`config.mk`:
```
export PLATFORM = sky130hd
export DESIGN_NAME = tcm_timer
export DESIGN_NICKNAME = d
export VERILOG_FILES = /design/src/logic/tcm_pkg.sv /design/src/logic/tcm_presc.sv /design/src/logic/tcm_cou.sv /design/src/logic/tcm_timer.sv
export SDC_FILE = /design/constraint.sdc
export NUM_CORES = 1
export LEC_CHECK = 0
export BUFFER_PORTS_ARGS = -buffer_cell sky130_fd_sc_hd__buf_2
export CAP_MARGIN = 20
export CELL_PAD_IN_SITES_DETAIL_PLACEMENT = 0
export CELL_PAD_IN_SITES_GLOBAL_PLACEMENT = 1
export CORE_MARGIN = 1
export CORE_UTILIZATION = 44
export DETAILED_ROUTE_END_ITERATION = 8
export PLACE_DENSITY = 0.82
export RECOVER_POWER = 100
export SLEW_MARGIN = 40
export SYNTH_ARGS = -nofsm -noshare
export SYNTH_HDL_FRONTEND = slang
export SYNTH_SLANG_ARGS = --single-unit
export TNS_END_PERCENT = 10
```
`constraint.sdc`:
```
create_clock -name CLK_SYS -period 3.03 [get_ports CLK_SYS]
set_clock_uncertainty 0.1 [all_clocks]
set_input_delay 0.4545 -clock CLK_SYS [delete_from_list [all_inputs] [get_ports CLK_SYS]]
set_output_delay 0.4545 -clock CLK_SYS [all_outputs]
set_load 0.01 [all_outputs]
```
`src/logic/tcm_pkg.sv`:
```
// Purpose: Shared constants and types of the timer compare block.
// Assumes: 32-bit AXI4-Lite register bus, byte offsets.
// Notes: All reset values of the block are zero, except the active-low pin enables (oe_n), which reset to one.
package tcm_pkg;
  // ==========================================================
  // Register map
  localparam int         AXI_AW     = 8;
  localparam logic [7:0] OFF_CTRL   = 8'h00;
  localparam logic [7:0] OFF_COUNT  = 8'h04;
  localparam logic [7:0] OFF_CMPA   = 8'h08;
  localparam logic [7:0] OFF_CMPB   = 8'h0c;
  localparam logic [7:0] OFF_CAPTOP = 8'h10;
  localparam logic [7:0] OFF_FLAGS  = 8'h14;
  localparam logic [7:0] OFF_FORCE  = 8'h18;
  localparam logic [7:0] OFF_PIN    = 8'h1c;
  // ==========================================================
  // Field positions
  localparam int CTRL_WGM_LSB  = 0;
  localparam int CTRL_COMA_LSB = 4;
  localparam int CTRL_COMB_LSB = 6;
  localparam int CTRL_CS_LSB   = 8;
  localparam int FLG_OVF       = 0;
  localparam int FLG_CMPA      = 1;
  localparam int FLG_CMPB      = 2;
  localparam int FLG_CAP       = 3;
  localparam int PIN_DDRA      = 0;
  localparam int PIN_DDRB      = 1;
  localparam int PIN_PORTA     = 2;
  localparam int PIN_PORTB     = 3;
  localparam int FRC_A         = 0;
  localparam int FRC_B         = 1;
  // ==========================================================
  // Values
  localparam logic [15:0] CNT_MAX     = 16'hffff;
  localparam logic [15:0] CNT_ZERO    = 16'h0000;
  localparam logic [3:0]  WGM_NORMAL  = 4'h0;
  localparam logic [3:0]  WGM_CTC_A   = 4'h4;
  localparam logic [3:0]  WGM_CTC_CAP = 4'hc;
  localparam logic [1:0]  RESP_OKAY   = 2'b00;
  localparam logic [1:0]  RESP_SLVERR = 2'b10;
  // ==========================================================
  // Prescaler divide factors as powers of two
  localparam int PS_W       = 10;
  localparam int PS_LOG8    = 3;
  localparam int PS_LOG16   = 4;
  localparam int PS_LOG32   = 5;
  localparam int PS_LOG64   = 6;
  localparam int PS_LOG256  = 8;
  localparam int PS_LOG1024 = 10;
  typedef enum logic [1:0] {
    COM_OFF = 2'b00, COM_TOGGLE = 2'b01, COM_CLEAR = 2'b10, COM_SET = 2'b11
  } tcm_com_t;
  typedef enum logic [2:0] {
    CS_STOP = 3'b000, CS_DIV1 = 3'b001, CS_DIV8 = 3'b010, CS_DIV64 = 3'b011,
    CS_DIV256 = 3'b100, CS_DIV1024 = 3'b101, CS_DIV16 = 3'b110, CS_DIV32 = 3'b111
  } tcm_cs_t;
  typedef struct packed {
    tcm_com_t mode;
    logic     ddr;
    logic     port;
  } tcm_cou_cfg_t;
endpackage : tcm_pkg

```
`src/logic/tcm_presc.sv`:
```
// Purpose: Timer prescaler giving one tick per selected division.
// Assumes: Runs on the system clock.
// Notes: EXTRA enables the divide-by-16 and divide-by-32 choices.
`timescale 1ns/100ps
module tcm_presc
  import tcm_pkg::*;
#(
  parameter int EXTRA = 1
) (
  input  wire logic    clk,
  input  wire logic    rst_n,
  input  wire logic    ce,
  input  wire tcm_cs_t cs,
  output logic         tick
);
  if (EXTRA < 0 || EXTRA > 1) begin : g_chk
    $error("EXTRA must be 0 or 1");
  end
  typedef struct packed {
    logic [PS_W-1:0] cnt;
    logic            tick;
  } tcm_ps_t;
  tcm_ps_t s;
  tcm_ps_t n;
  // ==========================================================
  // Divider
  always_comb begin
    n = s;
    n.cnt = s.cnt + 10'h001;
    unique case (cs)
      CS_STOP:    n.tick = 1'b0;
      CS_DIV1:    n.tick = 1'b1;
      CS_DIV8:    n.tick = &s.cnt[PS_LOG8-1:0];
      CS_DIV64:   n.tick = &s.cnt[PS_LOG64-1:0];
      CS_DIV256:  n.tick = &s.cnt[PS_LOG256-1:0];
      CS_DIV1024: n.tick = &s.cnt[PS_LOG1024-1:0];
      CS_DIV16:   n.tick = (EXTRA == 1) && (&s.cnt[PS_LOG16-1:0]);
      CS_DIV32:   n.tick = (EXTRA == 1) && (&s.cnt[PS_LOG32-1:0]);
    endcase
  end
  always_ff @(posedge clk) begin
    if (!rst_n) begin
      s <= '0;
    end else if (ce) begin
      s <= n;
    end
  end
  assign tick = s.tick;
endmodule : tcm_presc

```
`src/logic/tcm_cou.sv`:
```
// Purpose: One compare output channel: state register and pin override.
// Assumes: Match and force arrive as one-cycle pulses.
// Notes: Pin level and enable are registered copies of the next state.
`timescale 1ns/100ps
module tcm_cou
  import tcm_pkg::*;
(
  input  wire logic         clk,
  input  wire logic         rst_n,
  input  wire logic         ce,
  input  wire tcm_cou_cfg_t cfg,
  input  wire logic         match,
  input  wire logic         force_go,
  output logic              pin,
  output logic              pin_oe_n,
  output logic              state
);
  typedef struct packed {
    logic state;
    logic pin;
    logic oe_n;
  } tcm_cou_t;
  tcm_cou_t s;
  tcm_cou_t n;
  logic     act;
  // ==========================================================
  // Output state and pin source
  always_comb begin
    n = s;
    act = match || force_go;
    if (act) begin
      unique case (cfg.mode)
        COM_OFF:    n.state = s.state;
        COM_TOGGLE: n.state = !s.state;
        COM_CLEAR:  n.state = 1'b0;
        COM_SET:    n.state = 1'b1;
      endcase
    end
    n.pin = (cfg.mode != COM_OFF) ? n.state : cfg.port;
    n.oe_n = !cfg.ddr;
  end
  always_ff @(posedge clk) begin
    if (!rst_n) begin
      s <= '0;
      s.oe_n <= 1'b1;
    end else if (ce) begin
      s <= n;
    end
  end
  assign pin = s.pin;
  assign pin_oe_n = s.oe_n;
  assign state = s.state;
endmodule : tcm_cou

```
`src/logic/tcm_timer.sv`:
```
// Purpose: 16-bit timer with normal and clear-on-match modes, two outputs.
// Assumes: AXI4-Lite slave, all inputs synchronous to CLK_SYS.
// Notes: PWM modes and input capture are not built in.
// Function
// - Mode field picks match action and whether pin shows state or port.
// - Reset clears the compare output state.
// - Nonzero mode replaces port value; direction stays with direction bit.
// - Pin shows the value only while direction selects output.
// - State can be set while the pin is not yet driven.
// - Mode field never affects the capture side.
// - Mode zero leaves the state unchanged at matches.
// - New mode acts at next match; force applies the action at once.
// - Counting depends on waveform mode only.
// - Mode 0 counts up without clear and wraps from 0xffff to 0.
// - Overflow flag sets as counter becomes zero; counting never clears it.
// - Taking the overflow interrupt clears the flag.
// - Counter writes are accepted at any time.
// - Clear-on-match clears at compare A (mode 4) or capture top (12).
// - Reaching top sets the flag of the top register.
// - Top is unbuffered; a low top waits for the wrap.
// - Toggle mode flips output A on every match.
// - Prescaler divides by 1, 8, 64, 256, 1024, optionally 16 and 32.
// - In clear-on-match the overflow sets on passing max to zero.
//
// Our own choices: the placing of the registers and the AXI4-Lite slave port.
`timescale 1ns/100ps
module tcm_timer
  import tcm_pkg::*;
#(
  parameter int EXTRA = 1
) (
  input  wire logic              CLK_SYS,
  input  wire logic              RESET_N,
  input  wire logic              CE,
  input  wire logic [AXI_AW-1:0] S_AXI_AWADDR,
  input  wire logic              S_AXI_AWVALID,
  output logic                   S_AXI_AWREADY,
  input  wire logic [31:0]       S_AXI_WDATA,
  input  wire logic [3:0]        S_AXI_WSTRB,
  input  wire logic              S_AXI_WVALID,
  output logic                   S_AXI_WREADY,
  output logic [1:0]             S_AXI_BRESP,
  output logic                   S_AXI_BVALID,
  input  wire logic              S_AXI_BREADY,
  input  wire logic [AXI_AW-1:0] S_AXI_ARADDR,
  input  wire logic              S_AXI_ARVALID,
  output logic                   S_AXI_ARREADY,
  output logic [31:0]            S_AXI_RDATA,
  output logic [1:0]             S_AXI_RRESP,
  output logic                   S_AXI_RVALID,
  input  wire logic              S_AXI_RREADY,
  input  wire logic              OVF_INT_ACK,
  output logic                   OUT_A,
  output logic                   OUT_A_OE_N,
  output logic                   OUT_B,
  output logic                   OUT_B_OE_N,
  output logic [3:0]             TIMER_FLAGS
);
  // ==========================================================
  // State
  typedef struct packed {
    logic [3:0]        wgm;
    tcm_com_t          coma;
    tcm_com_t          comb;
    tcm_cs_t           cs;
    logic [15:0]       count;
    logic [15:0]       cmpa;
    logic [15:0]       cmpb;
    logic [15:0]       captop;
    logic [3:0]        flags;
    logic              block;
    logic              frc_a;
    logic              frc_b;
    logic              ddra;
    logic              ddrb;
    logic              porta;
    logic              portb;
    logic              awready;
    logic              wready;
    logic              aw_got;
    logic              w_got;
    logic [AXI_AW-1:0] awaddr;
    logic [31:0]       wdata;
    logic [3:0]        wstrb;
    logic              bvalid;
    logic [1:0]        bresp;
    logic              arready;
    logic              rvalid;
    logic [1:0]        rresp;
    logic [31:0]       rdata;
  } tcm_state_t;
  tcm_state_t   s;
  tcm_state_t   n;
  logic         tick;
  logic         st_a;
  logic         st_b;
  logic         hit_a;
  logic         hit_b;
  logic         hit_cap;
  logic         ctc_a;
  logic         ctc_cap;
  logic         top_hit;
  logic         non_pwm;
  logic         do_wr;
  logic         wr_cnt;
  logic [3:0]   set_f;
  logic [3:0]   clr_f;
  logic [31:0]  m;
  logic [32:0]  rd;
  tcm_cou_cfg_t cfg_a;
  tcm_cou_cfg_t cfg_b;
  // ==========================================================
  // Register read view, error bit on top
  function automatic logic [32:0] rd_word(input tcm_state_t st, input logic [AXI_AW-1:0] a,
                                          input logic sa, input logic sb);
    logic [32:0] r;
    r = {1'b0, 32'h0000_0000};
    case (a)
      OFF_CTRL:   r[31:0] = {21'h00_0000, st.cs, st.comb, st.coma, st.wgm};
      OFF_COUNT:  r[31:0] = {16'h0000, st.count};
      OFF_CMPA:   r[31:0] = {16'h0000, st.cmpa};
      OFF_CMPB:   r[31:0] = {16'h0000, st.cmpb};
      OFF_CAPTOP: r[31:0] = {16'h0000, st.captop};
      OFF_FLAGS:  r[31:0] = {28'h000_0000, st.flags};
      OFF_FORCE:  r[31:0] = 32'h0000_0000;
      OFF_PIN:    r[31:0] = {26'h000_0000, sb, sa, st.portb, st.porta, st.ddrb, st.ddra};
      default:    r[32] = 1'b1;
    endcase
    return r;
  endfunction : rd_word
  // Merges write data into the old word under the byte strobes.
  function automatic logic [31:0] merge(input logic [31:0] o, input logic [31:0] d,
                                        input logic [3:0] b);
    logic [31:0] r;
    r = o;
    for (int i = 0; i < 4; i++) begin
      if (b[i]) begin
        r[8*i +: 8] = d[8*i +: 8];
      end
    end
    return r;
  endfunction : merge
  // ==========================================================
  // Submodules
  tcm_presc #(
    .EXTRA (EXTRA)
  ) u_presc (
    .clk   (CLK_SYS),
    .rst_n (RESET_N),
    .ce    (CE),
    .cs    (s.cs),
    .tick  (tick)
  );
  assign cfg_a = '{mode: s.coma, ddr: s.ddra, port: s.porta};
  assign cfg_b = '{mode: s.comb, ddr: s.ddrb, port: s.portb};
  tcm_cou u_cou_a (
    .clk      (CLK_SYS),
    .rst_n    (RESET_N),
    .ce       (CE),
    .cfg      (cfg_a),
    .match    (hit_a),
    .force_go (s.frc_a && non_pwm),
    .pin      (OUT_A),
    .pin_oe_n (OUT_A_OE_N),
    .state    (st_a)
  );
  tcm_cou u_cou_b (
    .clk      (CLK_SYS),
    .rst_n    (RESET_N),
    .ce       (CE),
    .cfg      (cfg_b),
    .match    (hit_b),
    .force_go (s.frc_b && non_pwm),
    .pin      (OUT_B),
    .pin_oe_n (OUT_B_OE_N),
    .state    (st_b)
  );
  // ==========================================================
  // Next state
  always_comb begin
    n = s;
    set_f = 4'h0;
    clr_f = 4'h0;
    wr_cnt = 1'b0;
    n.frc_a = 1'b0;
    n.frc_b = 1'b0;
    // A counter write blocks the match of the next tick.
    hit_a = tick && !s.block && (s.count == s.cmpa);
    hit_b = tick && !s.block && (s.count == s.cmpb);
    hit_cap = tick && !s.block && (s.count == s.captop);
    ctc_a = (s.wgm == WGM_CTC_A);
    ctc_cap = (s.wgm == WGM_CTC_CAP);
    non_pwm = (s.wgm == WGM_NORMAL) || ctc_a || ctc_cap;
    top_hit = (ctc_a && hit_a) || (ctc_cap && hit_cap);
    do_wr = s.aw_got && s.w_got && !s.bvalid;
    m = merge(32'(rd_word(s, s.awaddr, st_a, st_b)), s.wdata, s.wstrb);
    rd = rd_word(s, S_AXI_ARADDR, st_a, st_b);
    // Counter. Other waveform codes count as normal mode.
    if (tick) begin
      n.block = 1'b0;
      n.count = top_hit ? CNT_ZERO : s.count + 16'h0001;
      if (s.count == CNT_MAX) begin
        set_f[FLG_OVF] = 1'b1;
      end
      set_f[FLG_CMPA] = hit_a;
      set_f[FLG_CMPB] = hit_b;
      // The capture flag only marks top here; the mode field plays no part.
      set_f[FLG_CAP] = ctc_cap && hit_cap;
    end
    // Write channel.
    if (s.bvalid && S_AXI_BREADY) begin
      n.bvalid = 1'b0;
    end
    if (S_AXI_AWVALID && s.awready) begin
      n.aw_got = 1'b1;
      n.awaddr = S_AXI_AWADDR;
    end
    if (S_AXI_WVALID && s.wready) begin
      n.w_got = 1'b1;
      n.wdata = S_AXI_WDATA;
      n.wstrb = S_AXI_WSTRB;
    end
    if (do_wr) begin
      n.aw_got = 1'b0;
      n.w_got = 1'b0;
      n.bvalid = 1'b1;
      n.bresp = RESP_OKAY;
      case (s.awaddr)
        OFF_CTRL: begin
          n.wgm = m[CTRL_WGM_LSB +: 4];
          n.coma = tcm_com_t'(m[CTRL_COMA_LSB +: 2]);
          n.comb = tcm_com_t'(m[CTRL_COMB_LSB +: 2]);
          n.cs = tcm_cs_t'(m[CTRL_CS_LSB +: 3]);
        end
        OFF_COUNT: begin
          n.count = m[15:0];
          n.block = 1'b1;
          wr_cnt = 1'b1;
        end
        OFF_CMPA:   n.cmpa = m[15:0];
        OFF_CMPB:   n.cmpb = m[15:0];
        OFF_CAPTOP: n.captop = m[15:0];
        OFF_FLAGS:  clr_f = s.wdata[3:0] & {4{s.wstrb[0]}};
        OFF_FORCE: begin
          n.frc_a = s.wdata[FRC_A] && s.wstrb[0];
          n.frc_b = s.wdata[FRC_B] && s.wstrb[0];
        end
        OFF_PIN: begin
          n.ddra = m[PIN_DDRA];
          n.ddrb = m[PIN_DDRB];
          n.porta = m[PIN_PORTA];
          n.portb = m[PIN_PORTB];
        end
        default: n.bresp = RESP_SLVERR;
      endcase
    end
    if (OVF_INT_ACK) begin
      clr_f[FLG_OVF] = 1'b1;
    end
    // A flag event in the clearing cycle survives.
    n.flags = (s.flags & ~clr_f) | set_f;
    n.awready = !n.aw_got && !n.bvalid;
    n.wready = !n.w_got && !n.bvalid;
    // Read channel.
    if (s.rvalid && S_AXI_RREADY) begin
      n.rvalid = 1'b0;
    end
    if (S_AXI_ARVALID && s.arready) begin
      n.rvalid = 1'b1;
      n.rdata = rd[31:0];
      n.rresp = rd[32] ? RESP_SLVERR : RESP_OKAY;
    end
    n.arready = !n.rvalid;
  end
  always_ff @(posedge CLK_SYS) begin
    if (!RESET_N) begin
      s <= '0;
    end else if (CE) begin
      s <= n;
    end
  end
  // ==========================================================
  // Outputs
  assign S_AXI_AWREADY = s.awready;
  assign S_AXI_WREADY = s.wready;
  assign S_AXI_BVALID = s.bvalid;
  assign S_AXI_BRESP = s.bresp;
  assign S_AXI_ARREADY = s.arready;
  assign S_AXI_RVALID = s.rvalid;
  assign S_AXI_RDATA = s.rdata;
  assign S_AXI_RRESP = s.rresp;
  assign TIMER_FLAGS = s.flags;
endmodule : tcm_timer

```
-- After elaboration in Yosys (flattened, before gate mapping)
Index checks and enable logic that the tools add are counted.
- add/subtract/negate cells: 2
- equality and inequality tests: 33
- muxes and demuxes: 37
- bitwise logic cells: 4
- reductions and logical operators: 59
- operators by type and width (operator ; number):
    $pmux 16 s7 ; 1
    $mux 16 ; 6
    $pmux 16 s5 ; 1
    $eq 8x5->1 const B ; 8
    $mux 64 ; 1
    $eq 16x16->1 ; 3
    $mux 35 ; 1
    $eq 8x4->1 const B ; 4
    $logic_and 1x1->1 ; 19
    $reduce_and 3->1 ; 6
    $add 16x1->16 const B ; 1
    $eq 16x16->1 const B ; 1
    $eq 8x3->1 const B ; 2
    $logic_not 8->1 ; 2
    $mux 4 ; 4
    $mux 8 ; 2
    $reduce_or 8->1 ; 2
    $eq 3x3->1 const B ; 4
    $mux 1 ; 12
    $add 10x1->10 const B ; 1
    $logic_not 1->1 ; 10
    $reduce_and 10->1 ; 1
    $and 4x4->4 ; 2
    $eq 2x2->1 const B ; 4
    22 further kinds ; 37
- register bits after elaboration: 172
- output and inout bits: 49

-- Depth between registers and ports, before layout
- word-level depth: 9
- gate-level depth with buffers: 9
- gate-level depth less buffers: 7

-- Cells and area by module
From an unflattened synthesis, not the netlist that was laid out.
- cell total of the unflattened synthesis: 1120
- area, all modules: 8976.1 sq um
- modules (own cells, without submodules) (module ; times used ; cells an instance ; area each (sq um)):
    tcm_timer ; 1 ; 1024 ; 8092.8
    tcm_presc ; 1 ; 58 ; 580.6
    tcm_cou ; 2 ; 19 ; 151.4

-- Worst setup path after synthesis
Ideal clock, no wire load.
- path type: input to register
- start point: in S_AXI_ARADDR[1]
- end point: reg s, in the netlist S_AXI_RDATA[1]
- library setup time: 70 ps
- arrival time: 2234 ps
- required time: 2860 ps
- slack: 625 ps
- stages: 7
- path through: or4_4 -> or3b_4 -> nor3b_4 -> buf_6 -> nand2_1 -> a31o_1 -> a21oi_1
- word-level cells in the longest chain between the ends: 2
- elaborated cells between the ends (all ways): 8
- ends and longest elaborated chain (element ; line ; source):
    from (decl) ; tcm_timer.sv:45 ; input wire logic [AXI_AW-1:0] S_AXI_ARADDR,
    $eq 8x5->1 (tied with other cells) ; tcm_timer.sv:118 ; case (a)
    $pmux 16 s7 (*) ; tcm_timer.sv:118 ;
    to (signal assigned) ; tcm_timer.sv:279 ; s <= n;
    to (decl) ; tcm_timer.sv:92 ; tcm_state_t s;
Mark *: on every way between the ends. The rest lies on a longest branch, timed or not.
A chain may end at the register's enable or synchronous reset.

-- Worst setup path in the final report
- start point: reg s[76] (netlist bit)
- end point: reg s[146] (netlist bit)
- word-level cells in the longest chain between the ends: 5
- elaborated cells between the ends (all ways): 9
- ends and longest elaborated chain (element ; line ; source):
    $eq 8x5->1 (tied with other cells) ; tcm_timer.sv:118 ;
    $pmux 16 s5 ; tcm_timer.sv:118 ;
    $mux 8 ; tcm_timer.sv:137 ; if (b[i]) begin
    $mux 16 (*) ; tcm_timer.sv:228 ; case (s.awaddr)
    $mux 64 (*) ; tcm_timer.sv:223 ; if (do_wr) begin
Marks and branches as above.

==> impl_results.md <==
* Total power at 4.620 mW
* CTS tree: done
* MaxCap Viol Count at 0
* GP Congestion at 0.9560
* Leading cell types in the layout, fill and taps excluded: nand2_1, dfxtp_1, a21oi_1
* Hold Buf Count CTS at 0
* Gr usage total at 29.77%
* Chip width at 144.2 um
* Share of the synthesized area in the top cell type at 34.64%
* Post-synth EDFFs at 0
* Clk_lat worst skew at 0.44 ns
* Share of the clock period used by the worst path at 96.92%
* DRC violations left at 0
* Final hold vios at 0
* DR WL/cell at 20.54 um
* First-pass GRT wire length at 46050 um
* Syn Inst Count at 1135
* Initial DRT Pass Iterations at 6
* Routed Wire Length at 29710 um
* Avg Vias per Cell at 5.902
* Clk buf depth at 2
* Routed vias at 8535
* CTS Buf Count at 17
* Netlist Area Pre-Place at 8900 um2
* Nets at 1233
* Setup Crit Path Kind: flop to flop
* Initial antenna violation count at 0
* Largest net degree at the start of global routing at 64
* Startpoint Class: flop
* Async SR Flop Fraction at 0%
* Max-slew headroom at 9.742%
* TNS Setup at 0 ns
* Synthesis-stage register bit count at 154
* Worst setup EP type: flop
* Leakage power at 3.379 nW
* Ant. Diodes at 0
* Placeable Area at 19650 um2
* Worst min-delay path category: input port to flop
* DIE AREA at 20800 um2
* Post-synth cell types at 86
* Yosys warning count at 0
* Ports at 110
* Outcome: completed
* Syn avg cell area at 7.841 um2
* Ys flop type: dfxtp_1
* Worst EP arrival at 3.21 ns
* Max Slew Vio Count at 0
* Cell Chain, Critical Path: or4_1 -> nor4_4 -> buf_4 -> a211oi_1 -> o31ai_2 -> a22oi_1 -> a21oi_1
* Vias in the first global route at 7930
* Pwr dens at 466.9 nW/um2
* Port Buffers at 73
* DIE HEIGHT at 144.2 um
* Top post-synthesis cells by area: dfxtp_1, nand2_1, a21oi_1
* Initial DRC Count at 1021
* Share of layout cells above drive strength 1 at 13.55%
* Worst Path Buf+Inv at 1
* Final HPWL DP at 21300 um
* RSZ-0062 raised after global routing: no
* Register area share after synthesis at 34.64%
* Critical path required time at 3.30 ns
* # clock sinks at 154
* Htree depth at 4
* CP top delay family: compound AO/OA/AOI/OAI gates
* Commonest non-fill, non-tap cell in the layout: nand2_1
* Critical-path top delay cell: or4_1
* CP max stage delay at 0.81 ns
* Std-Cell Rows at 51
* Initial Util at 45.28%
* Max VDD drop at 0.3221 mV
* Post-CTS sizing at 0
* P&R area growth vs syn at 11.18%
* Post-CTS Setup Bufs at 0
* Post-DRT Antenna Nets at 0
* Crit path time final at 2.937 ns
* Worst reg2reg setup slack at 0.09 ns
* CP Max Fanout at 9
* Post-synth top area cell: dfxtp_1
* Fmax at 340.5 MHz
* Slew @ Worst Pin at 1.354 ns
* GRT overflow at 0
* CTS Root Cell: clkbuf_16
* Clk pin slew, worst setup/hold paths at 0.06 ns
* Setup violations, final at 0
[worst paths after layout]
kind / start / end / cells past startpoint
hold / removal: S_AXI_WDATA[10] / s[53]$_SDFFE_PN0P_ / 3
hold reg to reg: S_AXI_RDATA[4]$_SDFFE_PN0P_ / S_AXI_RDATA[4]$_SDFFE_PN0P_ / 2
setup / recovery: s[76]$_SDFFE_PN0P_ / s[146]$_SDFFE_PN0P_ / 7
setup reg to reg: s[76]$_SDFFE_PN0P_ / s[146]$_SDFFE_PN0P_ / 7
[worst min-delay path, stage by stage]
cell and delay, ns:
buf_2 0.10, nand2_1 0.04, a21oi_1 0.05
[stage by stage]
stage / instances / hold WS, ns / cell area [um2] / worst slack [ns] / utilization (%)
after floorplan: 1152 / 0.3317 / 8964 / 0.6254 / -
after global placement: 1414 / 0.3363 / 9404 / 0.2923 / 47.85
after detailed placement: 1414 / 0.3430 / 9404 / 0.2689 / 47.85
after CTS: 1446 / 0.1451 / 10010 / 0.2547 / 50.95
after global routing: 1446 / 0.1524 / 9894 / 0.05268 / 50.34
final: 1446 / 0.1494 / 9894 / 0.09344 / 50.34
[sequential cells by signal (all words and copies together) (netlist names), 4 cells and up]
register,count
s,102
S_AXI_RDATA,16
u_presc.s,10
TIMER_FLAGS,4
cfg_a,4
cfg_b,4
[cells in the mapped netlist (6+ instances only)]
cell type / instances
nand2_1: 215
dfxtp_1: 154
a21oi_1: 111
nor2_1: 83
clkbuf_1: 65
buf_4: 42
xnor2_1: 34
o21ai_0: 31
nand3_1: 29
xor2_1: 22
inv_1: 20
mux2_2: 19
a211oi_1: 18
buf_2: 17
nor4_1: 17
a222oi_1: 14
and3_1: 14
mux2i_1: 14
nor3_1: 14
nand4_1: 13
a31oi_1: 12
a22oi_1: 10
o211ai_1: 10
a21o_1: 9
a221oi_1: 9
a32oi_1: 9
a22o_1: 7
and2_1: 7
nand2b_1: 6
nor2b_1: 6
[report_power, final]
group / switching, mW / internal, mW
Clock: 0.910 / 1.33
Combinational: 0.219 / 0.0956
Sequential: 0.0219 / 2.04
Total: 1.15 / 3.47
[final cells by class]
cell class,instances,area (um2)
tap,265,331.6
fill,2029,9759
multi-input combinational,848,5107
sequential,154,3083
clock buffer,20,446.7
clock inverter,12,163.9
inverter,22,83.83
timing repair buffer,125,678.2
[cells by family (layout without fill, tap and decap cells)]
group,after synthesis,in the layout,share of synthesized area (%)
AOI/OAI and AO/OA,294,294,23.04
xor gates and xnor gates,56,56,5.511
adders and majority gates,4,4,0.5624
buffers and inverters,150,179,8.435
DFF,154,154,34.64
muxes,33,33,3.979
other,1,18,0.04214
and+or+nand+nor,443,443,23.79
[per-layer routing]
layer,part of all wire (%),wire length [um],global-route usage (%)
met5,0,0,0
met2,43,12840,44.24
met1,45,13420,41.70
met3,9.1,2702,6.854
met4,2.5,742,10.91
Power figures use the tool's default switching activity.
